===== src/rtl/haptic_pkg.sv =====
// shared constants, types and register map of the haptic drive control block
package haptic_pkg;

	// register byte offsets
	localparam logic [7:0] OFS_CTRL     = 8'h00;
	localparam logic [7:0] OFS_PERIOD   = 8'h04;
	localparam logic [7:0] OFS_AMP      = 8'h08;
	localparam logic [7:0] OFS_SHAPE    = 8'h0C;
	localparam logic [7:0] OFS_RESIST   = 8'h10;
	localparam logic [7:0] OFS_FACTOR   = 8'h14;
	localparam logic [7:0] OFS_STATUS   = 8'h18;
	localparam logic [7:0] OFS_IRQ_STAT = 8'h1C;
	localparam logic [7:0] OFS_IRQ_MASK = 8'h20;

	// playback modes
	typedef enum logic [2:0] {
		MODE_OFF                  = 3'h0,
		DIRECT_OVERRIDE_MODE      = 3'h1,
		MODE_PWM                  = 3'h2,
		REALTIME_MEMORY_PLAYBACK  = 3'h3,
		TRIGGERED_MEMORY_PLAYBACK = 3'h4
	} play_mode_e;

	// drive sequencer states
	typedef enum logic [2:0] {
		ST_IDLE  = 3'b001,
		ST_MEAS  = 3'b010,
		ST_DRIVE = 3'b100
	} drive_state_e;

	// control register layout, bit 14 down to bit 0
	typedef struct packed {
		logic       back_emf_sensing_enable;
		logic       resonance_follow_enable;
		logic       embedded_mode;
		logic       custom_shape_select;
		logic       amplitude_loop_enable;
		logic       resistance_measure_disable;
		logic       drive_factor_hold;
		play_mode_e play_mode;
		logic [4:0] peak_current_limit;
	} ctrl_s;

	// shape scales, 256 equals full peak current
	typedef struct packed {
		logic [7:0] shape_point_three_scale;
		logic [7:0] shape_point_two_scale;
		logic [7:0] shape_point_one_scale;
	} shape_s;

	// memory frame data from the playback engine
	typedef struct packed {
		logic [15:0] period;
		logic        period_valid;
		logic [7:0]  amp;
	} frame_s;

	// output stage command
	typedef struct packed {
		logic        enable;
		logic        loop_enable;
		logic        polarity;
		logic [12:0] level;
	} drive_s;

	// reset values
	localparam ctrl_s       CTRL_RESET   = ctrl_s'(15'h0000);
	localparam shape_s      SHAPE_RESET  = shape_s'(24'hECB461);
	localparam logic [15:0] PERIOD_RESET = 16'h0100;
	localparam logic [7:0]  AMP_RESET    = 8'h00;
	localparam logic [9:0]  FACTOR_RESET = 10'h000;
	localparam logic [2:0]  MASK_RESET   = 3'h0;

	// event bits and misc
	localparam int          EV_SHORT     = 0;
	localparam int          EV_DONE      = 1;
	localparam int          EV_MEAS      = 2;
	localparam logic [2:0]  FAULT_BITS   = 3'h1;
	localparam logic [8:0]  FULL_SCALE   = 9'h100;
	localparam logic [7:0]  BEMF_LIMIT   = 8'hC0;

endpackage


===== src/rtl/half_period_gen.sv =====
// point timer: eight points per half-period, polarity and half-start pulse
`timescale 1ns/100ps
module half_period_gen (
	// clock and reset
	input  wire logic        ref_clk,
	input  wire logic        rst,
	// control
	input  wire logic        run,
	input  wire logic [15:0] point_cycles,
	// timing
	output logic             half_start,
	output logic [2:0]       point_idx,
	output logic             polarity
);
	import haptic_pkg::*;

	logic [15:0] cnt_ff, nxt_cnt, per_ff, nxt_per;
	logic [2:0]  idx_ff, nxt_idx;
	logic        pol_ff, nxt_pol, on_ff, nxt_on, start_ff, nxt_start;

	// new period is only taken at a half-period boundary
	always_comb begin
		nxt_cnt = cnt_ff;
		nxt_per = per_ff;
		nxt_idx = idx_ff;
		nxt_pol = pol_ff;
		nxt_on = on_ff;
		nxt_start = 1'b0;
		if (!run) begin
			nxt_cnt = 16'h0000;
			nxt_idx = 3'h0;
			nxt_pol = 1'b0;
			nxt_on = 1'b0;
		end else if (!on_ff) begin
			nxt_on = 1'b1;
			nxt_per = point_cycles;
			nxt_cnt = point_cycles;
			nxt_start = 1'b1;
		end else if (cnt_ff == 16'h0000) begin
			nxt_idx = idx_ff + 3'h1;
			nxt_cnt = per_ff;
			if (idx_ff == 3'h7) begin
				nxt_pol = ~pol_ff;
				nxt_per = point_cycles;
				nxt_cnt = point_cycles;
				nxt_start = 1'b1;
			end
		end else begin
			nxt_cnt = cnt_ff - 16'h0001;
		end
	end

	// timer state
	always_ff @(posedge ref_clk) begin
		if (rst) begin
			cnt_ff <= 16'h0000;
			per_ff <= PERIOD_RESET;
			idx_ff <= 3'h0;
			pol_ff <= 1'b0;
			on_ff <= 1'b0;
			start_ff <= 1'b0;
		end else begin
			cnt_ff <= nxt_cnt;
			per_ff <= nxt_per;
			idx_ff <= nxt_idx;
			pol_ff <= nxt_pol;
			on_ff <= nxt_on;
			start_ff <= nxt_start;
		end
	end

	assign half_start = start_ff;
	assign point_idx = idx_ff;
	assign polarity = pol_ff;
endmodule


===== src/rtl/shape_point.sv =====
// scales drive amplitude by the mirrored custom shape point
`timescale 1ns/100ps
module shape_point (
	// clock and reset
	input  wire logic             ref_clk,
	input  wire logic             rst,
	// shape setup
	input  wire logic             custom,
	input  wire haptic_pkg::shape_s coef,
	input  wire logic [2:0]       point,
	// amplitude
	input  wire logic [7:0]       amp,
	input  wire logic [4:0]       peak,
	output logic [12:0]           level
);
	import haptic_pkg::*;

	logic [12:0] level_ff, nxt_level, base;
	logic [21:0] prod;
	logic [8:0]  frac;

	// fraction of peak for a point, points 5..7 mirror 3..1
	function automatic logic [8:0] point_frac(input logic [2:0] p, input shape_s c);
		logic [2:0] m;
		m = (p > 3'h4) ? 3'h0 - p : p;
		case (m)
			3'h0: point_frac = 9'h000;
			3'h1: point_frac = {1'b0, c.shape_point_one_scale};
			3'h2: point_frac = {1'b0, c.shape_point_two_scale};
			3'h3: point_frac = {1'b0, c.shape_point_three_scale};
			default: point_frac = FULL_SCALE;
		endcase
	endfunction

	// base current times point fraction
	always_comb begin
		base = 13'({5'h00, amp} * {8'h00, peak});
		frac = custom ? point_frac(point, coef) : FULL_SCALE;
		prod = {9'h000, base} * {13'h0000, frac};
		nxt_level = prod[20:8];
	end

	// output register
	always_ff @(posedge ref_clk) begin
		if (rst) begin
			level_ff <= 13'h0000;
		end else begin
			level_ff <= nxt_level;
		end
	end

	assign level = level_ff;
endmodule


===== src/rtl/haptic_drive_waveform_control.sv =====
// haptic drive control: apb registers, playback sequencer, shape and phase
`timescale 1ns/100ps
//
// Function
// - resistance readout is meas_code captured as is at the end of measurement
// - hold plus measure-disable skips resistance measurement
// - amplitude loop lowers current on large back-emf
// - memory modes take period from frame data
// - period updates apply at next half-period
// - eight points per half-period, points 5..7 mirror 3..1
// - point 0 zero, point 4 full, scaled between
// - shape scales reset to sine values
// - embedded mode clears faults entering inactive
// - fault stops drive, loop off, inactive, retry
// - phase flag toggles every half-period start
// - amplitude and frequency paths are separate
// - event flags write-one-clear and maskable
module haptic_drive_waveform_control (
	// clock and reset
	input  wire logic               ref_clk,
	input  wire logic               rst,
	// apb slave
	input  wire logic               psel,
	input  wire logic               penable,
	input  wire logic               pwrite,
	input  wire logic [7:0]         paddr,
	input  wire logic [31:0]        pwdata,
	output logic [31:0]             prdata,
	output logic                    pready,
	output logic                    pslverr,
	// pins from outside the clock domain
	input  wire logic               play_pin,
	input  wire logic               short_pin,
	// same-clock sense and stream inputs
	input  wire logic [7:0]         bemf_level,
	input  wire logic [9:0]         meas_code,
	input  wire logic [7:0]         pwm_amp,
	input  wire haptic_pkg::frame_s frame,
	// output stage and interrupt
	output haptic_pkg::drive_s      drive,
	output logic                    irq
);
	import haptic_pkg::*;

	ctrl_s        ctrl_ff, nxt_ctrl;
	shape_s       shape_ff, nxt_shape;
	drive_state_e st_ff, nxt_st;
	drive_s       drive_ff, nxt_drive;
	logic [15:0]  period_ff, nxt_period, per_src;
	logic [7:0]   amp_ff, nxt_amp, amp_src, reduce_ff, nxt_reduce;
	logic [9:0]   resist_ff, nxt_resist, factor_ff, nxt_factor;
	logic [2:0]   stat_ff, nxt_stat, mask_ff, nxt_mask, ev, w1c;
	logic [31:0]  prdata_ff, nxt_prdata, rd_val;
	logic         pready_ff, nxt_pready, pslverr_ff, nxt_pslverr, irq_ff, nxt_irq;
	logic         phase_ff, nxt_phase, idle_entry_ff, nxt_idle_entry;
	logic         play_prev_ff, play_ok, play_rise, short_ok, short_evt;
	logic         acc, wr, skip, meas_end, meas_take, embed_clr;
	logic         half_start, hp_pol;
	logic [2:0]   point_idx;
	logic [12:0]  shape_level, cut;
	logic [1:0]   pin_in, pin_ok;

	// three-stage synchronisers, a change counts when stages two and three agree
	assign pin_in = {short_pin, play_pin};
	genvar g;
	for (g = 0; g < 2; g++) begin : g_sync
		logic [2:0] sync_ff, nxt_sync;
		logic       ok_ff, nxt_ok;
		always_comb begin
			nxt_sync = {sync_ff[1:0], pin_in[g]};
			nxt_ok = (sync_ff[2] == sync_ff[1]) ? sync_ff[2] : ok_ff;
		end
		always_ff @(posedge ref_clk) begin
			if (rst) begin
				sync_ff <= 3'h0;
				ok_ff <= 1'b0;
			end else begin
				sync_ff <= nxt_sync;
				ok_ff <= nxt_ok;
			end
		end
		assign pin_ok[g] = ok_ff;
	end
	assign play_ok = pin_ok[0];
	assign short_ok = pin_ok[1];

	// register address check, shared by write decode and error answer
	function automatic logic addr_mapped(input logic [7:0] a);
		case (a)
			OFS_CTRL, OFS_PERIOD, OFS_AMP, OFS_SHAPE, OFS_RESIST,
			OFS_FACTOR, OFS_STATUS, OFS_IRQ_STAT, OFS_IRQ_MASK: addr_mapped = 1'b1;
			default: addr_mapped = 1'b0;
		endcase
	endfunction

	// read data mux
	always_comb begin
		case (paddr)
			OFS_CTRL:     rd_val = {17'h00000, ctrl_ff};
			OFS_PERIOD:   rd_val = {16'h0000, period_ff};
			OFS_AMP:      rd_val = {24'h000000, amp_ff};
			OFS_SHAPE:    rd_val = {8'h00, shape_ff};
			OFS_RESIST:   rd_val = {22'h000000, resist_ff};
			OFS_FACTOR:   rd_val = {22'h000000, factor_ff};
			OFS_STATUS:   rd_val = {28'h0000000, st_ff, phase_ff};
			OFS_IRQ_STAT: rd_val = {29'h00000000, stat_ff};
			OFS_IRQ_MASK: rd_val = {29'h00000000, mask_ff};
			default:      rd_val = 32'h00000000;
		endcase
	end

	// apb handshake: one wait cycle, write and error land with pready
	always_comb begin
		acc = psel & penable;
		wr = acc & pwrite & pready_ff & addr_mapped(paddr);
		nxt_pready = acc & ~pready_ff;
		nxt_pslverr = acc & ~pready_ff & ~addr_mapped(paddr);
		nxt_prdata = (acc & ~pready_ff & ~pwrite) ? rd_val : prdata_ff;
	end

	// software writable registers
	always_comb begin
		nxt_ctrl = ctrl_ff;
		nxt_period = period_ff;
		nxt_amp = amp_ff;
		nxt_shape = shape_ff;
		nxt_mask = mask_ff;
		w1c = 3'h0;
		if (wr) begin
			case (paddr)
				OFS_CTRL:     nxt_ctrl = ctrl_s'(pwdata[14:0]);
				OFS_PERIOD:   nxt_period = pwdata[15:0];
				OFS_AMP:      nxt_amp = pwdata[7:0];
				OFS_SHAPE:    nxt_shape = shape_s'(pwdata[23:0]);
				OFS_IRQ_STAT: w1c = pwdata[2:0];
				OFS_IRQ_MASK: nxt_mask = pwdata[2:0];
				default:      w1c = 3'h0;
			endcase
		end
	end

	// separate amplitude and frequency sources per mode
	always_comb begin
		case (ctrl_ff.play_mode)
			DIRECT_OVERRIDE_MODE:      amp_src = amp_ff;
			MODE_PWM:                  amp_src = pwm_amp;
			REALTIME_MEMORY_PLAYBACK,
			TRIGGERED_MEMORY_PLAYBACK: amp_src = frame.amp;
			default:                   amp_src = 8'h00;
		endcase
		if ((ctrl_ff.play_mode == REALTIME_MEMORY_PLAYBACK || ctrl_ff.play_mode == TRIGGERED_MEMORY_PLAYBACK)
			&& frame.period_valid) begin
			per_src = frame.period;
		end else begin
			per_src = period_ff;
		end
	end

	// playback sequencer, events and measurement
	always_comb begin
		play_rise = play_ok & ~play_prev_ff;
		short_evt = short_ok & (st_ff != ST_IDLE);
		skip = ctrl_ff.drive_factor_hold & ctrl_ff.resistance_measure_disable;
		meas_end = half_start & hp_pol;
		meas_take = (st_ff == ST_MEAS) & meas_end & play_ok & ~short_evt;
		nxt_st = st_ff;
		case (st_ff)
			ST_IDLE: begin
				if (play_rise && ctrl_ff.play_mode != MODE_OFF && (stat_ff & FAULT_BITS) == 3'h0) begin
					nxt_st = skip ? ST_DRIVE : ST_MEAS;
				end
			end
			ST_MEAS: begin
				if (short_evt || !play_ok) begin
					nxt_st = ST_IDLE;
				end else if (meas_end) begin
					nxt_st = ST_DRIVE;
				end
			end
			ST_DRIVE: begin
				if (short_evt || !play_ok) begin
					nxt_st = ST_IDLE;
				end
			end
			default: nxt_st = ST_IDLE;
		endcase
		ev = 3'h0;
		ev[EV_SHORT] = short_evt;
		ev[EV_DONE] = (st_ff != ST_IDLE) & ~play_ok & ~short_evt;
		ev[EV_MEAS] = meas_take;
		nxt_idle_entry = (st_ff != ST_IDLE) && (nxt_st == ST_IDLE);
		nxt_resist = meas_take ? meas_code : resist_ff;
		nxt_factor = (wr && paddr == OFS_FACTOR) ? pwdata[9:0] : factor_ff;
		if (meas_take && !ctrl_ff.drive_factor_hold) begin
			nxt_factor = meas_code;
		end
	end

	// sticky flags: set wins over write-one-clear and embedded clear
	always_comb begin
		embed_clr = ctrl_ff.embedded_mode & idle_entry_ff;
		nxt_stat = (stat_ff & ~w1c & ~(embed_clr ? FAULT_BITS : 3'h0)) | ev;
		nxt_irq = |(nxt_stat & ~nxt_mask);
	end

	// amplitude loop trims current once per half-period, phase flag
	always_comb begin
		nxt_reduce = reduce_ff;
		if (!ctrl_ff.amplitude_loop_enable) begin
			nxt_reduce = 8'h00;
		end else if (half_start) begin
			if (bemf_level > BEMF_LIMIT && reduce_ff != 8'hFF) begin
				nxt_reduce = reduce_ff + 8'h01;
			end else if (bemf_level <= BEMF_LIMIT && reduce_ff != 8'h00) begin
				nxt_reduce = reduce_ff - 8'h01;
			end
		end
		nxt_phase = phase_ff ^ half_start;
	end

	// output stage command, stops at once on fault
	always_comb begin
		cut = {reduce_ff, 5'h00};
		nxt_drive.enable = (nxt_st != ST_IDLE);
		nxt_drive.loop_enable = (nxt_st != ST_IDLE);
		nxt_drive.polarity = hp_pol;
		nxt_drive.level = 13'h0000;
		if (nxt_st != ST_IDLE && shape_level > cut) begin
			nxt_drive.level = shape_level - cut;
		end
	end

	// registers of the block other than the pin synchronisers
	always_ff @(posedge ref_clk) begin
		if (rst) begin
			ctrl_ff <= CTRL_RESET;
			period_ff <= PERIOD_RESET;
			amp_ff <= AMP_RESET;
			shape_ff <= SHAPE_RESET;
			mask_ff <= MASK_RESET;
			stat_ff <= 3'h0;
			st_ff <= ST_IDLE;
			resist_ff <= 10'h000;
			factor_ff <= FACTOR_RESET;
			reduce_ff <= 8'h00;
			phase_ff <= 1'b0;
			idle_entry_ff <= 1'b0;
			play_prev_ff <= 1'b0;
			drive_ff <= drive_s'(16'h0000);
			irq_ff <= 1'b0;
			pready_ff <= 1'b0;
			pslverr_ff <= 1'b0;
			prdata_ff <= 32'h00000000;
		end else begin
			ctrl_ff <= nxt_ctrl;
			period_ff <= nxt_period;
			amp_ff <= nxt_amp;
			shape_ff <= nxt_shape;
			mask_ff <= nxt_mask;
			stat_ff <= nxt_stat;
			st_ff <= nxt_st;
			resist_ff <= nxt_resist;
			factor_ff <= nxt_factor;
			reduce_ff <= nxt_reduce;
			phase_ff <= nxt_phase;
			idle_entry_ff <= nxt_idle_entry;
			play_prev_ff <= play_ok;
			drive_ff <= nxt_drive;
			irq_ff <= nxt_irq;
			pready_ff <= nxt_pready;
			pslverr_ff <= nxt_pslverr;
			prdata_ff <= nxt_prdata;
		end
	end

	// point timer and shape scaling
	half_period_gen u_half (
		.ref_clk      (ref_clk),
		.rst          (rst),
		.run          (st_ff != ST_IDLE),
		.point_cycles (per_src),
		.half_start   (half_start),
		.point_idx    (point_idx),
		.polarity     (hp_pol)
	);

	shape_point u_shape (
		.ref_clk (ref_clk),
		.rst     (rst),
		.custom  (ctrl_ff.custom_shape_select),
		.coef    (shape_ff),
		.point   (point_idx),
		.amp     (amp_src),
		.peak    (ctrl_ff.peak_current_limit),
		.level   (shape_level)
	);

	assign prdata = prdata_ff;
	assign pready = pready_ff;
	assign pslverr = pslverr_ff;
	assign drive = drive_ff;
	assign irq = irq_ff;
endmodule


===== config.mk =====
export PLATFORM = sky130hd
export DESIGN_NAME = haptic_drive_waveform_control
export DESIGN_NICKNAME = d
export VERILOG_FILES = /design/src/rtl/haptic_pkg.sv /design/src/rtl/half_period_gen.sv /design/src/rtl/shape_point.sv /design/src/rtl/haptic_drive_waveform_control.sv
export SDC_FILE = /design/constraint.sdc
export NUM_CORES = 1
export LEC_CHECK = 0
export BUFFER_PORTS_ARGS = -buffer_cell sky130_fd_sc_hd__buf_2
export CAP_MARGIN = 20
export CORE_UTILIZATION = 36
export DETAILED_ROUTE_END_ITERATION = 10
export PLACE_DENSITY_LB_ADDON = 0.1
export SYNTH_ARGS = -nofsm -noshare
export SYNTH_HDL_FRONTEND = slang
export SYNTH_SLANG_ARGS = --single-unit
export TNS_END_PERCENT = 1

===== constraint.sdc =====
create_clock -name ref_clk -period 12.2 [get_ports ref_clk]
set_clock_uncertainty 0.05 [all_clocks]
set_input_delay 1.22 -clock ref_clk [delete_from_list [all_inputs] [get_ports ref_clk]]
set_output_delay 1.22 -clock ref_clk [all_outputs]
set_load 0.05 [all_outputs]

==> results of run 1 <==
## cell usage in the layout, fill, tap and decap left out, types with 7 or more instances in the layout
cell       count
a211oi_1      26
xor2_1        29
inv_1        152
nand4_1       12
conb_1         8
clkbuf_16     26
a21oi_1      101
nand3b_1      16
mux2i_1       50
fa_1          96
a221oi_2       7
nand2b_1      17
a31oi_1       11
o21ai_0       29
nor2b_1       33
mux2_2        14
nor3_1        23
dfxtp_1      204
buf_4         16
ha_1          78
a21o_1        11
clkbuf_8       7
buf_2        131
a221oi_1      16
a311oi_1      13
o31ai_1        9
and2_1        31
a22oi_1       20
nor4_1         7
xnor2_1       21
or3_1          9
nand2_1      252
nor2_1       204
nand3_1       37
## kinds of logic (layout without fill, tap and decap cells)
group	Yosys count	count (layout)	share of synthesized area, %
and+or+nand+nor	674	674	21.9
adders and majority gates	174	174	20.4
muxes	64	64	4.63
AOI/OAI and AO/OA	294	294	14.2
other	1	8	0.0264
DFF	204	204	28.7
buffers and inverters	248	346	7.09
xor gates and xnor gates	50	50	3.08
## synth_stat cells (all sizes together) (7+ instances only)
| cell type | n |
|---|---|
| nand2 | 252 |
| nand4 | 12 |
| a221oi | 23 |
| nor2b | 33 |
| a21o | 11 |
| clkbuf | 65 |
| buf | 31 |
| a31oi | 11 |
| inv | 152 |
| nor4 | 9 |
| a21oi | 101 |
| a211oi | 26 |
| mux2 | 14 |
| nor2 | 205 |
| mux2i | 50 |
| nand2b | 18 |
| nor3 | 25 |
| or3 | 9 |
| a311oi | 13 |
| dfxtp | 204 |
| a22oi | 20 |
| xnor2 | 21 |
| o31ai | 10 |
| o211ai | 7 |
| and2 | 31 |
| nand3 | 39 |
| xor2 | 29 |
| fa | 96 |
| o21ai | 33 |
| ha | 78 |
| nand3b | 16 |
## worst paths after layout
| kind | to | slack [ns] | startpoint | cells after the start |
|---|---|---|---|---|
| worst min register to register | drive[4]$_SDFF_PP0_ | 0.38 | u_shape.level[4]$_SDFF_PP0_ | 2 |
| worst min-delay path | drive[4]$_SDFF_PP0_ | 0.38 | u_shape.level[4]$_SDFF_PP0_ | 2 |
| worst max-delay path | u_shape.level[12]$_SDFF_PP0_ | 2.50 | ctrl_ff[6]$_SDFFE_PP0P_ | 32 |
| worst max register to register | u_shape.level[12]$_SDFF_PP0_ | 2.50 | ctrl_ff[6]$_SDFFE_PP0P_ | 32 |
## layer usage
| metal | track usage (%) | vias up |
|---|---|---|
| li1 | - | 5890 |
| met1 | 29.2 | 5842 |
| met4 | 5.18 | 0 |
| met3 | 2.53 | 52 |
| met2 | 34.4 | 263 |
| met5 | 0 | - |
## metrics by stage
stage | setup WS, ns | cell area (um2) | utilization (%) | instances
4_1_cts | 2.49 | 16100 | 41.5 | 2332
3_5_place_dp | 2.09 | 15300 | 39.3 | 2286
2_1_floorplan | 3.04 | 14200 | - | 1716
6_report | 2.50 | 16100 | 41.5 | 2332
3_3_place_gp | 2.14 | 15200 | 39.3 | 2285
5_1_grt | 1.89 | 16100 | 41.5 | 2332
## worst register-to-register path, delay by kind of cell (launching register included)
kind            cells  cell delay [ns]
mux                 1             0.41
flops               1             0.75
simple gates        7             0.95
fa+ha+maj           9             4.20
buf+inv             5             0.24
compound gates     10             2.93
## cell type report
cell class / instances / share of cell area (%)
Clock buffer: 39 / 4.78
Clock inverter: 7 / 0.450
Inverter: 152 / 3.54
Multi-Input combinational cell: 1264 / 56.9
Sequential cell: 204 / 25.3
Tap cell: 518 / 4.02
Timing Repair Buffer: 148 / 4.99
## registers in the layout, summed over array words and instances (netlist names), 2 cells and up
register	count
reduce_ff	8
u_half.point_idx	3
u_shape.level	13
prdata	24
mask_ff	3
g_sync.sync_ff	6
u_half.per_ff	16
period_ff	16
u_half.cnt_ff	16
st_ff	3
g_sync.ok_ff	2
shape_ff	24
ctrl_ff	15
drive	15
factor_ff	10
resist_ff	10
amp_ff	8
stat_ff	3
## where the power goes
part	internal, W	switching, W
clock network	0.000437	0.000314
logic	0.0000194	0.0000438
registers	0.000669	0.00000143
==> metrics.cfg, run 1 <==
[critical_path]
crit_arrival_ns = 10.06
slowest_stage = dfxtp_1
crit_path_end_kind = flip-flop
critPathLaunchType = flip-flop
required_ns = 12.56
worst-path-buf-inv = 5
crit_top_cell = fa_1
crit_fanout = 15
crit_type = flip-flop to flip-flop
slowest_delay_ns = 0.75
path_delay_family = adder cells

[drt]
viasPerCell = 5.17
wl_met3_um = 1780
ant_nets = 0
routed_wl_um = 42500
drt-pass1-iter-count = 8
highest_layer = met4
wl_met1_um = 20300
vias = 12000
drc = 0
met2_wirelength_um = 19500
post_drt_wl_per_cell_um = 18.2
drtIter0Drc = 609

[pwr]
p_total_w = 0.00148
p_per_area_mw_per_mm2 = 92.2
peakVddDrop_mv = 0.0703
leakagePower_nw = 7.01

[sta]
worst_slew_pin_slew_ns = 1.04
holdWs_ns = 0.378
slew_headroom_pct = 30.7
setup_viol = 0
period_share_pct = 79.5
post-route-min-period_ns = 9.70
final_max_slew_viol_count = 0
max_freq_mhz = 103
rsz0062_at_grt = false
fin_setup_tns_ns = 0
hold_violations = 0

[placement]
place_congestion = 0.843
place_hpwl_um = 32300
port_buffers = 132

[clock_network]
cts_buffer_depth = 3
cts_tree = built
clock-root-buffer = clkbuf_16
clock-sinks = 204
htree_levels = 1
cts-buffers-inserted = 26
clk_pin_slew_ns = 0.06
postCtsHoldBufs = 0
clock_latency_ns = 0.56
post_cts_buffers = 0
cts_resized = 0

[synth]
syn_avg_cell_area_um2 = 8.31
synthCells = 1709
synthFlopType = dfxtp_1
synth_area_mm2 = 0.0142
ys_seq_area_share_pct = 28.7
ys_warn_count = 0
ys_async_sr_fraction_pct = 0
ys_seq_elements = 204
ys_types = 74
synth_area_leaders = dfxtp_1 (29%), fa_1 (14%), ha_1 (6.9%)
synth_edf_count = 0
synth_largest_area_cell = dfxtp_1
yosysTopAreaCellShare_pct = 28.7

[finish]
antenna_cells = 0
layout-drive-gt1-share_pct = 12.7
syn_to_final_growth_pct = 13.4
multi_input_area_mm2 = 0.00916
seq_area_mm2 = 0.00408
nets = 2068
fillCellCount = 4005

[global_routing]
antenna_found_initial = 2
grt_usage_pct = 21.0
grt_pass1_vias = 11900
grt_overflow = 0
grt_pass1_wl_um = 67000
grt_max_degree = 79

[floorplan]
placementRows = 72
die_y_um = 201
io_pins = 149
coreArea_mm2 = 0.0388
dieWidth_um = 201
die_area_mm2 = 0.0403
start_util_pct = 36.6

[min_path]
worstHoldPathType = flip-flop to flip-flop

[flow_run]
maxCapViolCount = 0

[run_status]
outcome = completed

(Power assumes the default switching activity.)
==> run 2, diff against run 1 <==
==> constraint.sdc (replaced) <==
create_clock -name ref_clk -period 9.6 [get_ports ref_clk]
set_clock_uncertainty 0.05 [all_clocks]
set_input_delay 0.96 -clock ref_clk [delete_from_list [all_inputs] [get_ports ref_clk]]
set_output_delay 0.96 -clock ref_clk [all_outputs]
set_load 0.05 [all_outputs]
==> metrics.cfg, run 2 (synthesized netlist as in run 1, its figures left out) <==
[drt]
post_drt_wl_per_cell_um = 18.1  ; was 18.2 um
routed_wl_um = 42500  ; about the same
vias = 12100  ; was 12000
drtIter0Drc = 726  ; was 609
drt-pass1-iter-count = 5  ; was 8
viasPerCell = 5.14  ; was 5.17
drc = 0  ; unchanged
ant_nets = 0  ; unchanged

[clock_network]
postCtsHoldBufs = 0  ; unchanged
clock_latency_ns = 0.56  ; about the same
cts-buffers-inserted = 26  ; unchanged
clk_pin_slew_ns = 0.06  ; about the same
htree_levels = 1  ; unchanged
cts_buffer_depth = 3  ; unchanged
cts_tree = built  ; unchanged
clock-root-buffer = clkbuf_16  ; unchanged
clock-sinks = 204  ; unchanged

[global_routing]
grt_pass1_wl_um = 67700  ; was 67000 um
grt_usage_pct = 21.1  ; was 21.0%
grt_pass1_vias = 11800  ; was 11900
antenna_found_initial = 0  ; was 2
grt_max_degree = 81  ; was 79
grt_overflow = 0  ; unchanged

[pwr]
peakVddDrop_mv = 0.121  ; was 0.0703 mV
leakagePower_nw = 7.09  ; was 7.01 nW
p_per_area_mw_per_mm2 = 116  ; was 92.2 mW/mm2
p_total_w = 0.00189  ; was 0.00148 W

[floorplan]
dieWidth_um = 201  ; unchanged
coreArea_mm2 = 0.0388  ; unchanged
die_area_mm2 = 0.0403  ; unchanged
io_pins = 149  ; unchanged
start_util_pct = 36.6  ; unchanged
die_y_um = 201  ; unchanged
placementRows = 72  ; unchanged

[sta]
rsz0062_at_grt = false  ; unchanged
post-route-min-period_ns = 8.98  ; was 9.70 ns
max_freq_mhz = 111  ; was 103 MHz
setup_viol = 0  ; unchanged
worst_slew_pin_slew_ns = 0.982  ; was 1.04 ns
slew_headroom_pct = 34.6  ; was 30.7%
period_share_pct = 93.6  ; was 79.5%
fin_setup_tns_ns = 0  ; unchanged
hold_violations = 0  ; unchanged
final_max_slew_viol_count = 0  ; unchanged

[min_path]
min_from = u_shape.level[3]$_SDFF_PP0_  ; was u_shape.level[4]$_SDFF_PP0_
worstHoldEndpoint = drive[3]$_SDFF_PP0_  ; was drive[4]$_SDFF_PP0_
worstHoldPathType = flip-flop to flip-flop  ; unchanged
worstHoldPathCells = 2  ; unchanged

[critical_path]
r2r_end = u_shape.level[12]$_SDFF_PP0_  ; unchanged
reg2reg_from = ctrl_ff[5]$_SDFFE_PP0P_  ; was ctrl_ff[6]$_SDFFE_PP0P_
path_delay_family = adder cells  ; unchanged
slowest_delay_ns = 0.73  ; was 0.75 ns
crit_path_end_kind = flip-flop  ; unchanged
required_ns = 9.97  ; was 12.56 ns
r2r_setup_slack_ns = 0.62  ; was 2.50 ns
slowest_stage = dfxtp_1  ; unchanged
critPathLaunchType = flip-flop  ; unchanged
crit_fanout = 15  ; unchanged
crit_top_cell = fa_1  ; unchanged
crit_type = flip-flop to flip-flop  ; unchanged
worst-path-buf-inv = 5  ; unchanged
worst-r2r-cell-count = 32  ; unchanged
crit_arrival_ns = 9.36  ; was 10.06 ns

[finish]
final_cell_mix = nand2_1 (252), nor2_1 (204), dfxtp_1 (203), inv_1 (152), buf_2 (131)  ; was nand2_1 (252), nor2_1 (204), dfxtp_1 (204), inv_1 (152), buf_2 (131)
fillCellCount = 4002  ; was 4005
syn_to_final_growth_pct = 14.2  ; was 13.4%
nets = 2084  ; was 2068
final_common_cell = nand2_1  ; unchanged
layout-drive-gt1-share_pct = 13.5  ; was 12.7%
seq_area_mm2 = 0.00409  ; was 0.00408 mm2
antenna_cells = 0  ; unchanged
utilization_pct = 41.8  ; was 41.5%
multi_input_area_mm2 = 0.00917  ; was 0.00916 mm2
postLayoutCellArea_mm2 = 0.0162  ; was 0.0161 mm2

[run_status]
outcome = completed  ; unchanged

[placement]
place_congestion = 0.865  ; was 0.843
port_buffers = 132  ; unchanged
place_hpwl_um = 32500  ; was 32300 um
post_dp_cell_area_mm2 = 0.0154  ; was 0.0153 mm2

[flow_run]
maxCapViolCount = 0  ; unchanged

-- run 2: layout make-up --
class	instances	share of cell area, %
tap	518	4.00
multi-input combinational	1264	56.5
inverter	152	3.52
sequential	204	25.2
timing repair buffer	164	5.61
clock inverter	7	0.432
clock buffer	40	4.77
-- run 2: worst min-delay path, delay by kind of cell (launching register included) --
kind | cells | cell delay [ns]
buf+inv | 1 | 0.05
flops | 1 | 0.30
simple gates | 1 | 0.03
-- run 2: worst max path at each step --
stage / to / cells past startpoint / from
floorplan: u_shape.level[12]$_SDFF_PP0_ / 34 / frame[2]
global placement: u_shape.level[12]$_SDFF_PP0_ / 33 / frame[2]
detailed placement: u_shape.level[12]$_SDFF_PP0_ / 33 / frame[2]
CTS: u_shape.level[12]$_SDFF_PP0_ / 29 / ctrl_ff[6]$_SDFFE_PP0P_
global route: u_shape.level[11]$_SDFF_PP0_ / 33 / ctrl_ff[5]$_SDFFE_PP0P_
finish: u_shape.level[12]$_SDFF_PP0_ / 32 / ctrl_ff[5]$_SDFFE_PP0P_
-- run 2: through the flow --
stage	setup slack [ns]	cells	hold WS (ns)
floorplan	0.697	1716	0.358
global placement	0.334	2301	0.368
detailed placement	0.212	2301	0.370
CTS	0.431	2348	0.379
global route	0.0407	2349	0.400
finish	0.619	2349	0.375
-- run 2: where the power goes --
| part | internal [W] | leakage (nW) | switching (W) | total, W |
|---|---|---|---|---|
| clock network | 0.000557 | 0.411 | 0.000396 | 0.000953 |
| registers | 0.000850 | 1.65 | 0.00000181 | 0.000852 |
| logic | 0.0000247 | 5.03 | 0.0000560 | 0.0000807 |
| total | 0.00143 | 7.09 | 0.000454 | 0.00189 |
-- run 2: what timing repair did --
item,CTS,global route
resized for setup,0,3
buffers inserted,0,0
endpoints found under the setup margin,0,8
-- run 2: routing by layer --
metal	wire, um	GRT usage, %
met5	0	0
met4	790	4.33
met3	1950	2.29
met2	19700	35.0
met1	20100	29.5
